==> config.mk <==
export PLATFORM = sky130hd
export DESIGN_NAME = hspc_top
export DESIGN_NICKNAME = d
export VERILOG_FILES = /design/src/hw/hspc_pkg.sv /design/src/hw/hspc_sync.sv /design/src/hw/hspc_top.sv
export SDC_FILE = /design/constraint.sdc
export NUM_CORES = 1
export LEC_CHECK = 0
export BUFFER_PORTS_ARGS = -buffer_cell sky130_fd_sc_hd__buf_2
export CAP_MARGIN = 10
export CELL_PAD_IN_SITES_DETAIL_PLACEMENT = 0
export CELL_PAD_IN_SITES_GLOBAL_PLACEMENT = 2
export CORE_MARGIN = 5
export CORE_UTILIZATION = 25
export DETAILED_ROUTE_END_ITERATION = 16
export PLACE_DENSITY = 0.8
export SKIP_CTS_REPAIR_TIMING = 1
export SLEW_MARGIN = 20
export SYNTH_ARGS = -nofsm -noshare
export SYNTH_HDL_FRONTEND = slang
export SYNTH_SLANG_ARGS = --single-unit
==> constraint.sdc <==
create_clock -name clk -period 1.7 [get_ports clk]
set_input_delay 0.17 -clock clk [delete_from_list [all_inputs] [get_ports clk]]
set_output_delay 0.17 -clock clk [all_outputs]
set_load 0.01 [all_outputs]
==> src/hw/hspc_pkg.sv <==
/*
 package for the halt/standby power controller: core states, pin
 defaults, reset vector, synchroniser depth.
 assumes a single 40 MHz core clock.
*/
package hspc_pkg;

  // ----------------------------------------------------------------
  // constants
  // ----------------------------------------------------------------
  localparam logic [10:0] RESET_VECTOR = 11'h000;
  localparam int SYNC_STAGES = 2;
  localparam int CLK_PERIOD_NS = 25;
  // instructions to complete after waking, before the interrupt sequence
  localparam logic [1:0] WAKE_INT_STEPS = 2'h2;
  localparam logic LATCH_STROBE_HALT = 1'b0;
  localparam logic CTRL_STROBE_HALT = 1'b1;

  // ----------------------------------------------------------------
  // types
  // ----------------------------------------------------------------
  typedef enum logic [2:0] {
    HSPC_RUN,
    HSPC_HALT,
    HSPC_WAKE_INT,
    HSPC_IN_RESET,
    HSPC_STANDBY
  } hspc_state_e;

  typedef struct packed {
    logic latch_strobe;
    logic program_fetch_strobe;
    logic read_strobe;
    logic write_strobe;
    logic expander_strobe;
  } hspc_strobes_s;

endpackage

==> src/hw/hspc_sync.sv <==
/*
 two flop synchroniser for one asynchronous pin level.
 assumes the pin idles at the given reset level.
*/
`timescale 1ns/1ps
module hspc_sync #(
  parameter logic RESET_LEVEL = 1'b1
)
(
  input wire logic clk,
  input wire logic rst_b,
  input wire logic pin_in,
  output logic pin_sync
);

  logic meta_reg;
  logic sync_reg;

  always_ff @(posedge clk or negedge rst_b)
  begin
    if (!rst_b)
    begin
      meta_reg <= RESET_LEVEL;
      sync_reg <= RESET_LEVEL;
    end
    else
    begin
      meta_reg <= pin_in;
      sync_reg <= meta_reg;
    end
  end

  assign pin_sync = sync_reg;

endmodule

==> src/hw/hspc_top.sv <==
/*
 halt and standby power controller of the 8-bit core. gates the core
 clock enable, holds pin states in halt, sequences reset and standby.
 assumes the core reports halt_exec, instr_done and int_enabled on
 clk, and that reset, standby, interrupt and count pins are async.
*/
`timescale 1ns/1ps
// Function
// - halt instruction stops fetch and execution
// - halt keeps only oscillator clock running
// - registers keep values across halt
// - halt pin states: bus, strobes held
// - test pin clock output continues in halt
// - event counter catches first pulse; timer stops
// - reset low ends halt, restarts at zero
// - interrupt enabled: two instructions, then interrupt
// - interrupt disabled: resume after halt instruction
// - standby stops everything, keeps data memory
// - standby exit: standby high, then reset high
module hspc_top
(
  input wire logic clk,
  input wire logic rst_b,
  input wire logic reset_pin_b,
  input wire logic standby_pin,
  input wire logic int_pin_b,
  input wire logic count_input_pin,
  input wire logic halt_exec,
  input wire logic instr_done,
  input wire logic int_enabled,
  input wire logic counter_mode,
  input wire logic t0_clk_enable,
  input wire logic core_clk_phase,
  input wire logic bus_out_mode,
  input wire hspc_pkg::hspc_strobes_s core_strobes,
  output logic core_run_en,
  output logic core_reset,
  output logic ram_hold,
  output logic osc_run,
  output logic start_int_seq,
  output logic [10:0] pc_load_value,
  output logic pc_load,
  output logic count_event,
  output logic timer_run_en,
  output logic test_pin_zero_o,
  output logic test_pin_zero_oe,
  output logic bus_oe,
  output hspc_pkg::hspc_strobes_s pin_strobes
);

  // ----------------------------------------------------------------
  // pin synchronisers
  // ----------------------------------------------------------------
  logic reset_s;
  logic standby_s;
  logic int_s;
  logic count_s;

  hspc_sync #(.RESET_LEVEL(1'b0)) u_sync_rst (
    .clk(clk), .rst_b(rst_b), .pin_in(reset_pin_b), .pin_sync(reset_s));
  hspc_sync #(.RESET_LEVEL(1'b1)) u_sync_standby_pin (
    .clk(clk), .rst_b(rst_b), .pin_in(standby_pin), .pin_sync(standby_s));
  hspc_sync #(.RESET_LEVEL(1'b1)) u_sync_int (
    .clk(clk), .rst_b(rst_b), .pin_in(int_pin_b), .pin_sync(int_s));
  hspc_sync #(.RESET_LEVEL(1'b0)) u_sync_cnt (
    .clk(clk), .rst_b(rst_b), .pin_in(count_input_pin),
    .pin_sync(count_s));

  // ----------------------------------------------------------------
  // state machine
  // ----------------------------------------------------------------
  hspc_pkg::hspc_state_e state_reg, state_next;
  logic [1:0] steps_reg, steps_next;
  logic count_prev_reg, count_prev_next;
  logic halt_pulse_reg, halt_pulse_next;
  logic bus_mode_reg, bus_mode_next;

  always_comb
  begin
    state_next = state_reg;
    steps_next = steps_reg;
    count_prev_next = count_s;
    halt_pulse_next = 1'b0;
    bus_mode_next = bus_mode_reg;
    unique case (state_reg)
      hspc_pkg::HSPC_RUN:
      begin
        if (halt_exec)
        begin
          state_next = hspc_pkg::HSPC_HALT;
          bus_mode_next = bus_out_mode;
        end
      end
      hspc_pkg::HSPC_HALT:
      begin
        // first count edge in halt is kept for the counter
        if (counter_mode && count_s && !count_prev_reg)
          halt_pulse_next = 1'b1;
        if (!int_s)
        begin
          if (int_enabled)
          begin
            state_next = hspc_pkg::HSPC_WAKE_INT;
            steps_next = hspc_pkg::WAKE_INT_STEPS;
          end
          else
            state_next = hspc_pkg::HSPC_RUN;
        end
      end
      hspc_pkg::HSPC_WAKE_INT:
      begin
        if (instr_done)
        begin
          steps_next = steps_reg - 2'h1;
          if (steps_reg == 2'h1)
            state_next = hspc_pkg::HSPC_RUN;
        end
      end
      hspc_pkg::HSPC_IN_RESET:
      begin
        if (!standby_s)
          state_next = hspc_pkg::HSPC_STANDBY;
        else if (reset_s)
          state_next = hspc_pkg::HSPC_RUN;
      end
      hspc_pkg::HSPC_STANDBY:
      begin
        // leave only via standby high first, reset still low
        if (standby_s)
          state_next = hspc_pkg::HSPC_IN_RESET;
      end
    endcase
    // reset low overrides all but standby; standby low alone is ignored
    if (!reset_s && state_reg != hspc_pkg::HSPC_STANDBY
        && state_reg != hspc_pkg::HSPC_IN_RESET)
      state_next = hspc_pkg::HSPC_IN_RESET;
  end

  always_ff @(posedge clk or negedge rst_b)
  begin
    if (!rst_b)
    begin
      state_reg <= hspc_pkg::HSPC_IN_RESET;
      steps_reg <= 2'h0;
      count_prev_reg <= 1'b0;
      halt_pulse_reg <= 1'b0;
      bus_mode_reg <= 1'b0;
    end
    else
    begin
      state_reg <= state_next;
      steps_reg <= steps_next;
      count_prev_reg <= count_prev_next;
      halt_pulse_reg <= halt_pulse_next;
      bus_mode_reg <= bus_mode_next;
    end
  end

  // ----------------------------------------------------------------
  // outputs
  // ----------------------------------------------------------------
  logic halted;
  logic in_reset_leave;
  logic in_standby;
  logic fired_reg;
  logic fired_next;

  assign halted = (state_reg == hspc_pkg::HSPC_HALT);
  assign in_standby = (state_reg == hspc_pkg::HSPC_STANDBY);
  assign in_reset_leave = (state_reg == hspc_pkg::HSPC_IN_RESET)
    && (state_next == hspc_pkg::HSPC_RUN);

  // only one pulse per halt, counting resumes normally afterwards
  always_comb
  begin
    fired_next = fired_reg;
    if (!halted)
      fired_next = 1'b0;
    else if (halt_pulse_reg)
      fired_next = 1'b1;
  end

  always_ff @(posedge clk or negedge rst_b)
  begin
    if (!rst_b)
      fired_reg <= 1'b0;
    else
      fired_reg <= fired_next;
  end

  // core enable off freezes all registers in place
  assign core_run_en = (state_reg == hspc_pkg::HSPC_RUN)
    || (state_reg == hspc_pkg::HSPC_WAKE_INT);
  assign core_reset = (state_reg == hspc_pkg::HSPC_IN_RESET)
    || in_standby;
  assign ram_hold = in_standby;
  assign osc_run = !in_standby;
  assign start_int_seq = (state_reg == hspc_pkg::HSPC_WAKE_INT)
    && instr_done && (steps_reg == 2'h1);
  assign pc_load = in_reset_leave;
  assign pc_load_value = hspc_pkg::RESET_VECTOR;
  // a pulse caught in the last halt cycle still arrives after wake
  assign count_event = (core_run_en && count_s && !count_prev_reg)
    || (halt_pulse_reg && !fired_reg && !core_reset);
  assign timer_run_en = core_run_en;
  assign test_pin_zero_o = t0_clk_enable && !in_standby
    && core_clk_phase;
  assign test_pin_zero_oe = t0_clk_enable && !in_standby;
  assign bus_oe = halted ? bus_mode_reg
    : (core_run_en && bus_out_mode);

  always_comb
  begin
    pin_strobes = core_strobes;
    if (!core_run_en)
    begin
      pin_strobes.latch_strobe = hspc_pkg::LATCH_STROBE_HALT;
      pin_strobes.program_fetch_strobe = hspc_pkg::CTRL_STROBE_HALT;
      pin_strobes.read_strobe = hspc_pkg::CTRL_STROBE_HALT;
      pin_strobes.write_strobe = hspc_pkg::CTRL_STROBE_HALT;
      pin_strobes.expander_strobe = hspc_pkg::CTRL_STROBE_HALT;
    end
  end
endmodule

==> results.cfg <==
[final_layout]
largest_reg_flops = 3
final_layout_size_suffix_gt1_frac = 0.419
areaGrowthSynthToFinish_pct = 29.9
stdcell_area_mm2 = 0.00121
antenna_cells = 0
fillCellCount = 382
fin_cells = 184
nNetsFinal = 156
seqCellArea_um2 = 438
multiInputGateArea_um2 = 403

[clock_tree]
ctsLongestPathBuffers = 2
root_buffer = clkbuf_8
htreeDepth = 1
cts_tree = done
insertion_delay_ns = 0.26
path_clk_slew_ns = 0.07
cts.sinks = 17
cts_buffers = 3

[logic_synthesis]
async_reset_ff_frac = 1.00
synth_edf_count = 0
synthSimpleGateAreaFrac = 0.214
synthCells = 97
ys.flop_type = dfrtp_1
synth_area_um2 = 935
synth_seq_cells = 17
yosysMostFrequentCell = buf_4
synth_top_cells_by_count = 13 x buf_4, 11 x dfrtp_1, 6 x dfstp_2, 6 x nor2_1
yosysWarnings = 0
synth_area_leader_cell = dfrtp_1
synth_top_family_by_area = simple AND/OR/NAND/NOR gates
syn_area_per_cell_um2 = 9.64
netlist.area_leader.share = 0.295
muxShareOfSynthArea = 0.0348
synth_compound_area_frac = 0.116
synthXorXnorAreaFrac = 0
synthAdderAreaFrac = 0.0134
synthTopCellsByArea = dfrtp_1 29%, dfstp_2 17%, buf_4 10%
ys_types = 36
ys_seq_area_frac = 0.463

[pwr]
leakagePower_uw = 0.000594
power_density_mw_per_mm2 = 1520
vdd_drop_max_mv = 0.652

[status]
outcome = complete, no violations

[floorplan]
io_pins = 45
core_area_mm2 = 0.00363
die_h_um = 71.1
rows = 22
die_x_um = 71.1
die_area_mm2 = 0.00506
start_util = 0.257

[critical_path]
critPathKind = register to output pin
worstPathArrival_ns = 1.48
startpoint = state_reg[0]
start_kind = register
critPathMaxFanout = 8
endpoint_kind = output pin
cp.required_ns = 1.53
worstReg2RegStart = state_reg[0]
reg2reg_slack_ns = 0.12

[detailed_routing]
vias = 799
drt_iter0_markers = 24
vias_per_cell = 4.34
wl_per_cell_um = 11.6
ant_nets = 0
first_pass_iters = 4
finalWirelength_um = 2130
drc_errors = 0

[timing]
fin_skew_ns = 0.00456
hold_ws_ns = 0.0177
finalHoldViolCount = 0
setup_viol = 0
finalMaxSlewViolations = 0
finalCritPeriodShare = 0.972
layout_min_cycle_time_ns = 1.65
max_freq_ghz = 0.605

[global_route]
grt_pass1_vias = 721
grt_max_degree = 20
grt_pass1_wl_um = 3210
track_usage = 0.0794
antenna_found_initial = 0
overflow = 0

[worst_hold_path]
min_from = reset_pin_b
hold_class = input port to register

[place]
dp_hpwl_um = 1520
placed_cells = 171
place_congestion = 0.729
io_buffers = 33
placed_cell_area_mm2 = 0.00108

[run]
maxCapViolCount = 0
[critical path, stage by stage, from the launching register on]
cell and delay [ns]:
dfstp_4 0.50, buf_4 0.17, or2b_1 0.26, nor3_2 0.13, buf_2 0.16
[placed cells by master, fill, tap and decap left out, types with 3 or more instances in the layout]
cell type	n
buf_2	33
conb_1	11
dfrtp_1	10
nor2_1	6
inv_1	5
buf_4	5
dfstp_2	5
nand2_1	4
a21oi_1	4
or3_1	4
nand3_1	3
nand2b_1	3
clkbuf_8	3
dlygate4sd3_1	3
[final timing paths]
path	end	depth (start not counted)
worst min register to register	u_sync_rst.pin_sync	0
worst max-delay path	start_int_seq	4
worst max register to register	steps_reg[0]	4
min in group asynchronous	u_sync_rst.pin_sync	2
worst min-delay path	u_sync_rst.meta_reg	1
max in group asynchronous	u_sync_int.pin_sync	2
[kinds of logic (layout without fill, tap and decap cells)]
group | count (synthesis) | in the layout
AO/OA/AOI/OAI | 15 | 15
adder cells (fa/ha/maj) | 1 | 1
buffers and inverters | 24 | 53
flip-flops | 17 | 17
multiplexers | 3 | 3
other | 1 | 11
AND/OR/NAND/NOR | 36 | 36
[stage by stage]
step | utilization | setup TNS [ns] | setup WS (ns) | total power, µW
2_1_floorplan | - | 0 | 0.305 | 1230
3_3_place_gp | 0.297 | 0 | 0.206 | 1400
3_5_place_dp | 0.297 | 0 | 0.166 | 1410
4_1_cts | 0.311 | -0.121 | -0.0997 | 1740
5_1_grt | 0.334 | -0.00457 | -0.00457 | 2010
6_report | 0.334 | 0 | 0.0474 | 1850
[routing by layer]
layer,vias up,part of all wire,wire length [µm],global-route usage
li1,390,-,-,-
met1,385,0.38,815,0.0798
met2,20,0.56,1180,0.155
met3,4,0.050,107,0.0256
met4,0,0.0089,19,0.0188
met5,-,0,0,0
[report_power, final]
part	leakage [µW]	switching, µW	internal, µW	total [µW]
logic	0.000376	468	406	873
registers	0.000196	133	524	657
clock network	0.0000217	154	165	319
[area by class of cell]
type                            instances  share of cell area
Tap cell                               48              0.0495
Sequential cell                        17               0.361
Multi-Input combinational cell         66               0.332
Inverter                                7              0.0216
Clock inverter                          1             0.00619
Timing Repair Buffer                   42               0.196
Clock buffer                            3              0.0340
No activity file was read; power rests on OpenSTA's default activity.
